**src/pkg/i2crx_pkg.sv**
```systemverilog
// Constants and types shared by the two-wire receive and acknowledge block.
package i2crx_pkg;

	// Register offsets on the plain register port.
	localparam logic [7:0] REG_RX_HOLD = 8'h00;
	localparam logic [7:0] REG_STATUS = 8'h04;
	localparam logic [7:0] REG_CONTROL = 8'h08;
	localparam logic [7:0] REG_OWN_ADDR = 8'h0C;
	localparam logic [7:0] REG_IRQ_FLAGS = 8'h10;
	localparam logic [7:0] REG_IRQ_MASK = 8'h14;

	// Field positions of the control register.
	localparam int CTL_ENABLE = 0;
	localparam int CTL_FW_MASTER = 1;
	localparam int CTL_OVERFLOW = 2;

	// Field positions of the status register.
	localparam int ST_BUF_FULL = 0;
	localparam int ST_BUSY = 1;
	localparam int ST_LAST_ACK = 2;
	localparam int ST_ADDR_HIT = 3;

	// Field positions and width of the interrupt flag and mask registers.
	localparam int IRQ_BYTE = 0;
	localparam int IRQ_START = 1;
	localparam int IRQ_STOP = 2;
	localparam int IRQ_BITS = 3;

	// Widths and counts.
	localparam int DATA_W = 8;
	localparam int SYNC_W = 2;
	localparam logic [3:0] BITS_PER_BYTE = 4'h8;

	// Reset values.
	localparam logic [6:0] OWN_ADDR_RESET = 7'h2A;
	localparam logic [7:0] DATA_RESET = 8'h00;
	localparam logic [2:0] IRQ_RESET = 3'h0;

	typedef enum logic [4:0] {
		I2CRX_IDLE = 5'h01,
		I2CRX_ADDR = 5'h02,
		I2CRX_DATA = 5'h04,
		I2CRX_ACK = 5'h08,
		I2CRX_SKIP = 5'h10
	} i2crx_state_t;

endpackage

```
**src/i2crx_slave.sv**
```systemverilog
// Two-wire slave receiver with condition detection, acknowledge and holding buffer.
// What this block does
// - With no transfer in progress neither party pulls a line low and both rest high.
// - A falling data line while the clock line is high is detected as a Start.
// - A rising data line while the clock line is high is detected as a Stop.
// - The transmitting party changes the data line only while the clock line is low.
// - A correctly received address or data byte is acknowledged and copied to the holding buffer.
// - With the buffer-full flag already set a byte is neither acknowledged nor copied.
// - With the overflow flag already set a byte is neither acknowledged nor copied.
// - In software-driven master mode there is no automatic acknowledge and no automatic copy.
// - Every matching address byte and every data byte after it sets the port interrupt flag, acknowledged or not.
// - Reading the holding buffer clears the buffer-full flag.
// - The overflow flag stays set until software writes it clear.
//
// Decided for this implementation: the register addresses and strobed register access.
`timescale 1ns/1ns
module i2crx_slave (
	input wire logic mclk,
	input wire logic resetn,
	input wire logic [7:0] regAddr,
	input wire logic [7:0] regWdata,
	input wire logic regWr,
	input wire logic regRd,
	output logic [7:0] regRdata,
	input wire logic sclIn,
	input wire logic sdaIn,
	output logic sdaOut,
	output logic sdaOe,
	output logic irq
);

	typedef struct packed {
		i2crx_pkg::i2crx_state_t state;
		logic [3:0] bitCnt;
		logic [7:0] serialShiftRegister;
		logic [7:0] receiveHoldingBuffer;
		logic bufferFullFlag;
		logic receiveOverflowFlag;
		logic fwMaster;
		logic enable;
		logic lastAck;
		logic addrHit;
		logic [6:0] ownAddr;
		logic [2:0] irqFlags;
		logic [2:0] irqMask;
		logic sclQ;
		logic sdaQ;
		logic sdaOut;
		logic sdaOe;
		logic irq;
		logic [7:0] rdata;
	} i2crx_regs_t;

	i2crx_regs_t q_r;
	i2crx_regs_t q_nxt;
	logic [1:0] lineSync;
	logic sclS;
	logic sdaS;
	logic sclRise;
	logic sclFall;
	logic startSeen;
	logic stopSeen;
	logic byteDone;
	logic addrMatch;
	logic accept;
	logic [2:0] irqSet;
	logic [7:0] statusWord;
	logic [7:0] controlWord;
	logic ovSet;

	// Start and Stop differ only in the direction of the data edge.
	function automatic logic lineCondition(
		input logic sclNow,
		input logic sclWas,
		input logic sdaWas,
		input logic sdaNow
	);
		lineCondition = sclNow && sclWas && (sdaWas != sdaNow);
	endfunction

	// Refusal reasons are checked in one place so the acknowledge and the copy can never disagree.
	function automatic logic byteAccepted(
		input logic bufFull,
		input logic overflow,
		input logic fwMaster
	);
		byteAccepted = !bufFull && !overflow && !fwMaster;
	endfunction

	// A refusal is an overflow only when software left the buffer full, not when it runs the port itself.
	function automatic logic overflowOnRefuse(
		input logic bufFull,
		input logic fwMaster
	);
		overflowOnRefuse = bufFull && !fwMaster;
	endfunction

	function automatic logic [7:0] padFlags(
		input logic [2:0] flags
	);
		padFlags = {5'h00, flags};
	endfunction

	i2crx_sync u_sync (
		.mclk(mclk),
		.resetn(resetn),
		.pinIn({sclIn, sdaIn}),
		.pinSync(lineSync)
	);

	assign sclS = lineSync[1];
	assign sdaS = lineSync[0];

	always_comb begin
		sclRise = sclS && !q_r.sclQ;
		sclFall = !sclS && q_r.sclQ;
		// Conditions are judged on stable clock high, so data moved while the clock is low never looks like one.
		startSeen = lineCondition(sclS, q_r.sclQ, q_r.sdaQ, sdaS) && !sdaS;
		stopSeen = lineCondition(sclS, q_r.sclQ, q_r.sdaQ, sdaS) && sdaS;
		byteDone = sclFall && (q_r.bitCnt == i2crx_pkg::BITS_PER_BYTE);
		addrMatch = (q_r.serialShiftRegister[7:1] == q_r.ownAddr) && !q_r.serialShiftRegister[0];
		accept = byteAccepted(q_r.bufferFullFlag, q_r.receiveOverflowFlag, q_r.fwMaster);
	end

	always_comb begin
		statusWord = 8'h00;
		statusWord[i2crx_pkg::ST_BUF_FULL] = q_r.bufferFullFlag;
		statusWord[i2crx_pkg::ST_BUSY] = (q_r.state != i2crx_pkg::I2CRX_IDLE);
		statusWord[i2crx_pkg::ST_LAST_ACK] = q_r.lastAck;
		statusWord[i2crx_pkg::ST_ADDR_HIT] = q_r.addrHit;
		controlWord = 8'h00;
		controlWord[i2crx_pkg::CTL_ENABLE] = q_r.enable;
		controlWord[i2crx_pkg::CTL_FW_MASTER] = q_r.fwMaster;
		controlWord[i2crx_pkg::CTL_OVERFLOW] = q_r.receiveOverflowFlag;
	end

	always_comb begin
		q_nxt = q_r;
		irqSet = i2crx_pkg::IRQ_RESET;
		ovSet = 1'b0;
		q_nxt.sclQ = sclS;
		q_nxt.sdaQ = sdaS;
		q_nxt.rdata = 8'h00;

		// Bus side.
		if (!q_r.enable) begin
			q_nxt.state = i2crx_pkg::I2CRX_IDLE;
			q_nxt.sdaOe = 1'b0;
		end else if (startSeen) begin
			// A repeated Start restarts address reception from any state.
			q_nxt.state = i2crx_pkg::I2CRX_ADDR;
			q_nxt.bitCnt = 4'h0;
			q_nxt.sdaOe = 1'b0;
			q_nxt.addrHit = 1'b0;
			irqSet[i2crx_pkg::IRQ_START] = 1'b1;
		end else if (stopSeen) begin
			q_nxt.state = i2crx_pkg::I2CRX_IDLE;
			q_nxt.sdaOe = 1'b0;
			irqSet[i2crx_pkg::IRQ_STOP] = 1'b1;
		end else begin
			unique case (q_r.state)
				i2crx_pkg::I2CRX_IDLE: begin
					q_nxt.sdaOe = 1'b0;
				end
				i2crx_pkg::I2CRX_ADDR,
				i2crx_pkg::I2CRX_DATA: begin
					if (sclRise && (q_r.bitCnt != i2crx_pkg::BITS_PER_BYTE)) begin
						q_nxt.serialShiftRegister = {q_r.serialShiftRegister[6:0], sdaS};
						q_nxt.bitCnt = q_r.bitCnt + 4'h1;
					end
					if (byteDone) begin
						if ((q_r.state == i2crx_pkg::I2CRX_ADDR) && !addrMatch) begin
							// Another slave is addressed, or a read: keep off the bus until the next condition.
							q_nxt.state = i2crx_pkg::I2CRX_SKIP;
						end else begin
							q_nxt.state = i2crx_pkg::I2CRX_ACK;
							q_nxt.addrHit = 1'b1;
							q_nxt.lastAck = accept;
							irqSet[i2crx_pkg::IRQ_BYTE] = 1'b1;
							if (accept) begin
								q_nxt.receiveHoldingBuffer = q_r.serialShiftRegister;
								q_nxt.bufferFullFlag = 1'b1;
								q_nxt.sdaOe = 1'b1;
							end else begin
								q_nxt.sdaOe = 1'b0;
								if (overflowOnRefuse(q_r.bufferFullFlag, q_r.fwMaster)) begin
									ovSet = 1'b1;
									q_nxt.receiveOverflowFlag = 1'b1;
								end
							end
						end
					end
				end
				i2crx_pkg::I2CRX_ACK: begin
					if (sclFall) begin
						// The ninth pulse has ended, so the line is handed back before the master's next bit.
						q_nxt.sdaOe = 1'b0;
						q_nxt.bitCnt = 4'h0;
						q_nxt.state = i2crx_pkg::I2CRX_DATA;
					end
				end
				i2crx_pkg::I2CRX_SKIP: begin
					q_nxt.sdaOe = 1'b0;
				end
				default: begin
					q_nxt.state = i2crx_pkg::I2CRX_IDLE;
					q_nxt.sdaOe = 1'b0;
				end
			endcase
		end

		// Register side.
		if (regRd) begin
			unique case (regAddr)
				i2crx_pkg::REG_RX_HOLD: begin
					q_nxt.rdata = q_r.receiveHoldingBuffer;
					// A byte taken in this same cycle keeps the flag set, so it is not lost behind the old one.
					q_nxt.bufferFullFlag = q_nxt.bufferFullFlag && !q_r.bufferFullFlag;
				end
				i2crx_pkg::REG_STATUS: begin
					q_nxt.rdata = statusWord;
				end
				i2crx_pkg::REG_CONTROL: begin
					q_nxt.rdata = controlWord;
				end
				i2crx_pkg::REG_OWN_ADDR: begin
					q_nxt.rdata = {1'b0, q_r.ownAddr};
				end
				i2crx_pkg::REG_IRQ_FLAGS: begin
					q_nxt.rdata = padFlags(q_r.irqFlags);
				end
				i2crx_pkg::REG_IRQ_MASK: begin
					q_nxt.rdata = padFlags(q_r.irqMask);
				end
				default: begin
					q_nxt.rdata = 8'h00;
				end
			endcase
		end

		if (regWr) begin
			unique case (regAddr)
				i2crx_pkg::REG_CONTROL: begin
					q_nxt.enable = regWdata[i2crx_pkg::CTL_ENABLE];
					q_nxt.fwMaster = regWdata[i2crx_pkg::CTL_FW_MASTER];
					// Software may only clear the overflow flag, and a new overflow in the same cycle wins.
					if (!regWdata[i2crx_pkg::CTL_OVERFLOW] && !ovSet) begin
						q_nxt.receiveOverflowFlag = 1'b0;
					end
				end
				i2crx_pkg::REG_OWN_ADDR: begin
					q_nxt.ownAddr = regWdata[6:0];
				end
				i2crx_pkg::REG_IRQ_FLAGS: begin
					q_nxt.irqFlags = q_r.irqFlags & ~regWdata[2:0];
				end
				i2crx_pkg::REG_IRQ_MASK: begin
					q_nxt.irqMask = regWdata[2:0];
				end
				default: begin
					q_nxt.irqMask = q_r.irqMask;
				end
			endcase
		end

		// A hardware event beats a clear written in the same cycle.
		q_nxt.irqFlags = q_nxt.irqFlags | irqSet;
		q_nxt.irq = |(q_nxt.irqFlags & q_nxt.irqMask);
		q_nxt.sdaOut = 1'b0;
	end

	always_ff @(posedge mclk) begin
		if (!resetn) begin
			q_r.state <= i2crx_pkg::I2CRX_IDLE;
			q_r.bitCnt <= 4'h0;
			q_r.serialShiftRegister <= i2crx_pkg::DATA_RESET;
			q_r.receiveHoldingBuffer <= i2crx_pkg::DATA_RESET;
			q_r.bufferFullFlag <= 1'b0;
			q_r.receiveOverflowFlag <= 1'b0;
			q_r.fwMaster <= 1'b0;
			q_r.enable <= 1'b0;
			q_r.lastAck <= 1'b0;
			q_r.addrHit <= 1'b0;
			q_r.ownAddr <= i2crx_pkg::OWN_ADDR_RESET;
			q_r.irqFlags <= i2crx_pkg::IRQ_RESET;
			q_r.irqMask <= i2crx_pkg::IRQ_RESET;
			q_r.sclQ <= 1'b1;
			q_r.sdaQ <= 1'b1;
			q_r.sdaOut <= 1'b0;
			q_r.sdaOe <= 1'b0;
			q_r.irq <= 1'b0;
			q_r.rdata <= 8'h00;
		end else begin
			q_r <= q_nxt;
		end
	end

	assign regRdata = q_r.rdata;
	assign sdaOut = q_r.sdaOut;
	assign sdaOe = q_r.sdaOe;
	assign irq = q_r.irq;

endmodule

```
**src/i2crx_sync.sv**
```systemverilog
// Two-flop synchroniser for the bus lines sampled by the system clock.
`timescale 1ns/1ns
module i2crx_sync (
	input wire logic mclk,
	input wire logic resetn,
	input wire logic [i2crx_pkg::SYNC_W-1:0] pinIn,
	output logic [i2crx_pkg::SYNC_W-1:0] pinSync
);

	logic [i2crx_pkg::SYNC_W-1:0] meta_r;

	// Lines idle high, so reset to high avoids false edges after release.
	always_ff @(posedge mclk) begin
		if (!resetn) begin
			meta_r <= '1;
			pinSync <= '1;
		end else begin
			meta_r <= pinIn;
			pinSync <= meta_r;
		end
	end

endmodule
```
**config.mk**
```make
export PLATFORM = sky130hd
export DESIGN_NAME = i2crx_slave
export DESIGN_NICKNAME = d
export VERILOG_FILES = /design/src/pkg/i2crx_pkg.sv /design/src/i2crx_slave.sv /design/src/i2crx_sync.sv
export SDC_FILE = /design/constraint.sdc
export NUM_CORES = 1
export LEC_CHECK = 0
export BUFFER_PORTS_ARGS = -buffer_cell sky130_fd_sc_hd__buf_4
export CAP_MARGIN = 20
export CORE_MARGIN = 1
export CORE_UTILIZATION = 55
export DETAILED_ROUTE_END_ITERATION = 10
export PLACE_DENSITY = 0.76
export SLEW_MARGIN = 20
export SYNTH_ARGS = -nofsm -noshare
export SYNTH_HDL_FRONTEND = slang
export SYNTH_SLANG_ARGS = --single-unit
```
**constraint.sdc**
```tcl
create_clock -name mclk -period 2.2 [get_ports mclk]
set_input_delay 0.22 -clock mclk [delete_from_list [all_inputs] [get_ports mclk]]
set_output_delay 0.22 -clock mclk [all_outputs]
set_load 0.03 [all_outputs]
```
# Yosys cells after proc, flatten, opt, wreduce, memory -nomap -nowiden
# Cells that the tools add are included.
[op_classes] n_addsub=1 n_eq_ne=25 mux=53 n_bitwise=10 n_reduce_logical=45
[op_table] operator="one-hot mux 8 bit (6 select lines)" n=1
[op_table] operator="two-way mux 1 bit" n=26
[op_table] operator="two-way mux 22 bit" n=1
[op_table] operator="two-way mux 10 bit" n=2
[op_table] operator="two-way mux 18 bit" n=1
[op_table] operator="two-way mux 9 bit" n=2
[op_table] operator="== test 8 x 4 -> 1 bit (second input constant)" n=2
[op_table] operator="== test 8 x 5 -> 1 bit (second input constant)" n=2
[op_table] operator="logical AND 1 bit" n=15
[op_table] operator="two-way mux 3 bit" n=5
[op_table] operator="one-hot mux 5 bit (3 select lines)" n=1
[op_table] operator="AND reduction 5 bit" n=3
[op_table] operator="two-way mux 2 bit" n=7
[op_table] operator="two-way mux 12 bit" n=1
[op_table] operator="two-way mux 6 bit" n=2
[op_table] operator="inequality test 4 bit (second input constant)" n=3
[op_table] operator="logical NOT 1 bit" n=10
[op_table] operator="two-way mux 5 bit" n=2
[op_table] operator="inequality test 2 bit (second input constant)" n=5
[op_table] operator="AND reduction 3 bit" n=3
[op_table] operator="== test 8 x 3 -> 1 bit (second input constant)" n=1
[op_table] operator="logical NOT 8 bit" n=1
[op_table] operator="one-hot mux 4 bit (2 select lines)" n=1
[op_table] operator="AND reduction 2 bit" n=4
[op_table] operator="other kinds (24)" n=33
[totals] ff_bits=61 inputBits=22 output_inout_bits=11 word_cells=156

# Logic depth before layout (Yosys ltp)
[depth] depth_word=15 depth_mapped=8 depth_no_buf=7

# Hierarchy
# Synthesis repeated with hierarchy kept, for this count alone.
[hier_totals] cells_unflattened=322 hier_area_um2=2811.4
[by_module_without_submodules] mod="i2crx_slave" n_inst=1 cells_each=314 area_per_inst_um2=2706.3 seq_area_each_um2=1121.1
[by_module_without_submodules] mod="i2crx_sync" n_inst=1 cells_each=8 area_per_inst_um2=105.1 seq_area_each_um2=80.1

# Least setup slack after synthesis
# OpenSTA, ideal clock, no wires.
[synth_timing] path_kind="register to register" startpoint="reg q_r[25] (netlist bit)" endpoint="reg, netlist name sdaOe" setup_ns=0.071 t_arrival_ns=1.768 t_required_ns=2.129 setup_slack_ns=0.362 path_stages_with_launch=6 n_path_buf=0 cell_sequence="dfxtp_1 -> xor2_1 -> or4_1 -> o211a_1 -> or4_1 -> a21oi_1"
[synth_via] elab_chain_len=6
[synth_lines] item="start, declared" line_no="i2crx_slave.sv:54" rtl="i2crx_regs_t q_r;"
[synth_lines] item="start signal, assigned" line_no="i2crx_slave.sv:294" rtl="q_r <= q_nxt;"
[synth_lines] item="== test 7 bit" line_no="i2crx_slave.sv:121" rtl="addrMatch = (q_r.serialShiftRegister[7:1] == q_r.ownAddr) && !q_r.serialShiftRegister[0];"
[synth_lines] item="logical AND 1 bit" line_no="i2crx_slave.sv:121"
[synth_lines] item="logical NOT 1 bit" line_no="i2crx_slave.sv:172" rtl="if ((q_r.state == i2crx_pkg::I2CRX_ADDR) && !addrMatch) begin"
[synth_lines] item="logical AND 1 bit" line_no="i2crx_slave.sv:172"
[synth_lines] item="inequality test 2 bit (no line)"
[synth_lines] item="AND reduction 3 bit (no line)"
# Every way passes these cells.
# A chain may end at the register's enable or synchronous reset.

# Final worst setup path
[layout_timing] startpoint="reg q_r[25] (netlist bit)" endpoint="reg, netlist name sdaOe"
[layout_via] elab_chain_len=6
[layout_lines] item="== test 7 bit" line_no="i2crx_slave.sv:121"
[layout_lines] item="logical AND 1 bit" line_no="i2crx_slave.sv:121"
[layout_lines] item="logical NOT 1 bit" line_no="i2crx_slave.sv:172"
[layout_lines] item="logical AND 1 bit" line_no="i2crx_slave.sv:172"
[layout_lines] item="inequality test 2 bit (no line)"
[layout_lines] item="AND reduction 3 bit (no line)"
# Every way passes these cells.

==> impl_results.html <==
<table>
<tr><th>Metric</th><th>Value</th></tr>
<tr><th colspan="2">Status</th></tr>
<tr><td>Run status</td><td>finished clean</td></tr>
<tr><th colspan="2">Synthesis</th></tr>
<tr><td>Leading post-synthesis cells by cell area</td><td>sky130_fd_sc_hd__dfxtp_1 44%, sky130_fd_sc_hd__mux2i_1 5.2%, sky130_fd_sc_hd__nand2_1 4.0%, sky130_fd_sc_hd__a21oi_1 3.9%, sky130_fd_sc_hd__nand3_1 3.5%</td></tr>
<tr><td>Biggest area consumer among synthesized cells</td><td>sky130_fd_sc_hd__dfxtp_1</td></tr>
<tr><td>Post-synthesis sequential area ratio</td><td>0.442</td></tr>
<tr><td>Cell types with the highest counts after synthesis</td><td>60 x sky130_fd_sc_hd__dfxtp_1, 29 x sky130_fd_sc_hd__nand2_1, 23 x sky130_fd_sc_hd__nor2_1, 21 x sky130_fd_sc_hd__a21oi_1, 19 x sky130_fd_sc_hd__nand3_1</td></tr>
<tr><td>Fraction of synthesis flops using an asynchronous set or reset pin</td><td>0</td></tr>
<tr><td>Synthesized area</td><td>about 2700 sq um</td></tr>
<tr><td>Post-synth top flop</td><td>sky130_fd_sc_hd__dfxtp_1</td></tr>
<tr><td>Mean instance size in the synthesized netlist</td><td>8.79 sq um</td></tr>
<tr><td>Post-synthesis sequential element count</td><td>60</td></tr>
<tr><td>Synth Warn #</td><td>0</td></tr>
<tr><td>Dominant cell by count in the synthesized netlist</td><td>sky130_fd_sc_hd__dfxtp_1</td></tr>
<tr><td>Synth cell types</td><td>51</td></tr>
<tr><td>Gate Count Post-Synth</td><td>slightly above 300</td></tr>
<tr><td>Number of enable flip-flop cells after synthesis</td><td>0</td></tr>
<tr><td>Area share of the leading cell type in the synthesized netlist</td><td>0.442</td></tr>
<tr><td>Net Count, Synth</td><td>around 330</td></tr>
<tr><th colspan="2">Worst setup path</th></tr>
<tr><td>Critical path startpoint category</td><td>flop</td></tr>
<tr><td>CP endpoint kind</td><td>flop</td></tr>
<tr><td>Critical path's largest stage delay</td><td>~0.55 ns</td></tr>
<tr><td>Top fanout value on the critical path</td><td>3</td></tr>
<tr><td>Slowest stage cell, crit path</td><td>sky130_fd_sc_hd__or4_1</td></tr>
<tr><td>Flop-to-flop setup slack</td><td>~0.19 ns</td></tr>
<tr><td>Class of the most critical setup path</td><td>flop to flop</td></tr>
<tr><td>Ordered list of cells on the worst path</td><td>xor2_1, or4_1, o211a_1, or4_1, a21oi_1</td></tr>
<tr><td>WP data required</td><td>between 2 and 2.5 ns</td></tr>
<tr><td>Top cell by count, worst path</td><td>sky130_fd_sc_hd__or4_1</td></tr>
<tr><td>Data arrival time of the critical path</td><td>2.28 ns</td></tr>
<tr><th colspan="2">Drt</th></tr>
<tr><td>Aggregate routed wire length</td><td>about 6500 microns</td></tr>
<tr><td>Vias post-DR</td><td>2430</td></tr>
<tr><td>Number of iterations in the first detailed-routing pass</td><td>5</td></tr>
<tr><td>Antenna-violating nets left</td><td>0</td></tr>
<tr><td>1st-iter DRT viols</td><td>232</td></tr>
<tr><td>Vias per inst</td><td>~5.9</td></tr>
<tr><td>Average wire length per cell after detail routing</td><td>between 15 and 20 microns</td></tr>
<tr><td>Number of DRC violations after detailed routing</td><td>0</td></tr>
<tr><th colspan="2">STA</th></tr>
<tr><td>Count of endpoints failing hold in the final timing report</td><td>0</td></tr>
<tr><td>Worst relative slew slack</td><td>0.361</td></tr>
<tr><td>Actual slew at the worst max-slew pin</td><td>about 0.96 ns</td></tr>
<tr><td>Slack of the critical path</td><td>0.192 ns</td></tr>
<tr><td>Period utilization</td><td>0.913</td></tr>
<tr><td>Finish-stage setup viols</td><td>0</td></tr>
<tr><td>Period minus WS final</td><td>2.01 ns</td></tr>
<tr><td>Worst hold margin</td><td>about 0.067 ns</td></tr>
<tr><td>RSZ-0062 raised after global routing</td><td>false</td></tr>
<tr><td>Final max-slew violation count</td><td>0</td></tr>
<tr><td>Highest clock rate</td><td>~0.50 GHz</td></tr>
<tr><td>Worst-case clock skew</td><td>a little under 0.008 ns</td></tr>
<tr><td>Post-Route Setup TNS</td><td>0 ns</td></tr>
<tr><th colspan="2">Global routing</th></tr>
<tr><td>Initial antenna violation count</td><td>0</td></tr>
<tr><td>Largest net degree at the start of global routing</td><td>31</td></tr>
<tr><td>Total routing resource utilization after global routing</td><td>0.266</td></tr>
<tr><td>GR Overflow Total</td><td>0</td></tr>
<tr><td>Via count of the first global-routing pass</td><td>2223</td></tr>
<tr><td>Global-route wire length before repair</td><td>10600 microns</td></tr>
<tr><th colspan="2">Floorplanning</th></tr>
<tr><td>Starting Density</td><td>0.575</td></tr>
<tr><td>Die span in x</td><td>72.3 microns</td></tr>
<tr><td>Die span in y</td><td>72.3 microns</td></tr>
<tr><td>Core Region</td><td>4720 sq um</td></tr>
<tr><td>Cell row count</td><td>25</td></tr>
<tr><td>IO Pins</td><td>33</td></tr>
<tr><td>Area enclosed by the die boundary</td><td>about 5200 sq um</td></tr>
<tr><th colspan="2">Clock tree</th></tr>
<tr><td>Inserted Clock Buffers</td><td>9</td></tr>
<tr><td>Hold buffers post-CTS</td><td>0</td></tr>
<tr><td>Post-CTS setup buffers</td><td>0</td></tr>
<tr><td>Longest Clk Path Bufs</td><td>2</td></tr>
<tr><td>Clock latency at the later pin of the worst-skew pair</td><td>between 0.3 and 0.4 ns</td></tr>
<tr><td>CTS-repair resized insts</td><td>0</td></tr>
<tr><td>CTS root buf</td><td>sky130_fd_sc_hd__clkbuf_8</td></tr>
<tr><td>CTS tree</td><td>yes</td></tr>
<tr><td>Sinks on the clock net</td><td>60</td></tr>
<tr><td>Clock edge transition at the registers on the reported setup and hold paths</td><td>0.07 ns</td></tr>
<tr><td>Count of H-tree levels built during CTS</td><td>3</td></tr>
<tr><th colspan="2">Layout</th></tr>
<tr><td>Area taken by flip-flops and latches</td><td>~1200 sq um</td></tr>
<tr><td>Area growth from synthesis to layout</td><td>17.8%</td></tr>
<tr><td>Count of antenna diodes in the layout</td><td>0</td></tr>
<tr><td>Multi-input gate area in the final layout</td><td>~1400 sq um</td></tr>
<tr><td>Number of fill cells</td><td>399</td></tr>
<tr><td>Post-layout utilization of the core</td><td>0.678</td></tr>
<tr><td>Post-layout nets</td><td>around 360</td></tr>
<tr><td>Fraction of layout cells with a size suffix above 1</td><td>0.169</td></tr>
<tr><td>Post-route insts no fill</td><td>410</td></tr>
<tr><th colspan="2">Placed design</th></tr>
<tr><td>DP Cell Count</td><td>approximately 390</td></tr>
<tr><td>Half-perimeter wire length after detailed placement</td><td>roughly 4500 microns</td></tr>
<tr><td>Number of port buffers</td><td>30</td></tr>
<tr><td>Setup slack after placement</td><td>around 0.22 ns</td></tr>
<tr><td>Final GP Congestion</td><td>0.843</td></tr>
<tr><th colspan="2">Power and ir drop</th></tr>
<tr><td>Reported leakage power</td><td>1.30 nW</td></tr>
<tr><td>Worst IR drop on VDD</td><td>0.558 mV</td></tr>
<tr><td>Power density over cell area</td><td>704 nW/um^2</td></tr>
<tr><th colspan="2">Flow run</th></tr>
<tr><td>Count of max-cap constraint violations</td><td>0</td></tr>
<tr><th colspan="2">Worst hold path</th></tr>
<tr><td>Worst hold path type</td><td>input pin to flop</td></tr>
</table>
[power breakdown]
| part | switching, W | leakage, nW | internal [W] | total, W |
|---|---|---|---|---|
| clock network | 0.000444 | 0.109 | 0.000633 | 0.00108 |
| logic | 0.0000471 | 0.708 | 0.0000358 | 0.0000828 |
| registers | 0.00000414 | 0.484 | 0.00109 | 0.00109 |
[final cells by class]
type                       count  area share
sequential                    60       0.375
inverter                       6     0.00704
tap                           67      0.0262
clock inverter                 7      0.0285
multi-input combinational    220       0.428
timing repair buffer          41      0.0962
clock buffer                   9      0.0387
[layer usage]
| metal | up-vias | share of wire | global-route usage |
|---|---|---|---|
| li1 | 1180 | - | - |
| met1 | 1145 | 0.46 | 0.351 |
| met2 | 92 | 0.47 | 0.417 |
| met3 | 13 | 0.051 | 0.0472 |
| met4 | 0 | 0.018 | 0.137 |
| met5 | - | 0 | 0 |
[critical path: cells and delay by family, from the launching register on]
kind,cells,cell delay [ns]
AOI/OAI and AO/OA,2,0.40
xor gates and xnor gates,1,0.16
DFF,1,0.35
and+or+nand+nor,2,1.02
[worst paths after layout]
path,startpoint,end,cells after the start
worst min-delay path,sdaIn,u_sync.meta_r[0],2
worst max-delay path,q_r[25],sdaOe,5
worst min register to register,u_sync.meta_r[1],u_sync.pinSync[1],1
worst max register to register,q_r[25],sdaOe,5
[layout by cell type, fill, tap and decap left out, types with 4 or more instances in the layout]
cell / n
sky130_fd_sc_hd__nand3_1: 19
sky130_fd_sc_hd__nor2_1: 23
sky130_fd_sc_hd__and3_1: 5
sky130_fd_sc_hd__dfxtp_1: 60
sky130_fd_sc_hd__nand4_1: 11
sky130_fd_sc_hd__o31ai_1: 8
sky130_fd_sc_hd__a22oi_1: 9
sky130_fd_sc_hd__and2_1: 4
sky130_fd_sc_hd__a31oi_1: 4
sky130_fd_sc_hd__nor4_1: 4
sky130_fd_sc_hd__buf_4: 41
sky130_fd_sc_hd__a21oi_1: 21
sky130_fd_sc_hd__mux2i_1: 14
sky130_fd_sc_hd__clkbuf_8: 9
sky130_fd_sc_hd__o21ai_0: 6
sky130_fd_sc_hd__inv_1: 6
sky130_fd_sc_hd__nand2_1: 29
sky130_fd_sc_hd__xnor2_1: 5
sky130_fd_sc_hd__xor2_1: 5
sky130_fd_sc_hd__nand2b_1: 10
[flip-flops by register name, summed over array words and instances (netlist names)]
signal	count
irq	1
u_sync.pinSync	2
q_r	43
sdaOe	1
regRdata	8
controlWord	3
u_sync.meta_r	2
[kinds of logic (layout without fill, tap and decap cells)]
kind of cell    Yosys count  count (layout)  share of synthesized area
compound gates           68              68                      0.168
xor+xnor                 10              10                     0.0322
fa+ha+maj                 2               2                    0.00921
buf+inv                  29              63                     0.0534
flops                    60              60                      0.442
mux                      14              14                     0.0516
other cells               1               1                    0.00138
simple gates            125             125                      0.242
[through the flow]
stage	instance area [sq um]	total power, W
after global routing	3200	0.00232
after detailed placement	2990	0.00120
final	3200	0.00225
after floorplan	2720	0.00115
after global placement	2990	0.00120
after CTS	3200	0.00226
No activity file was read; power rests on OpenSTA's default activity.
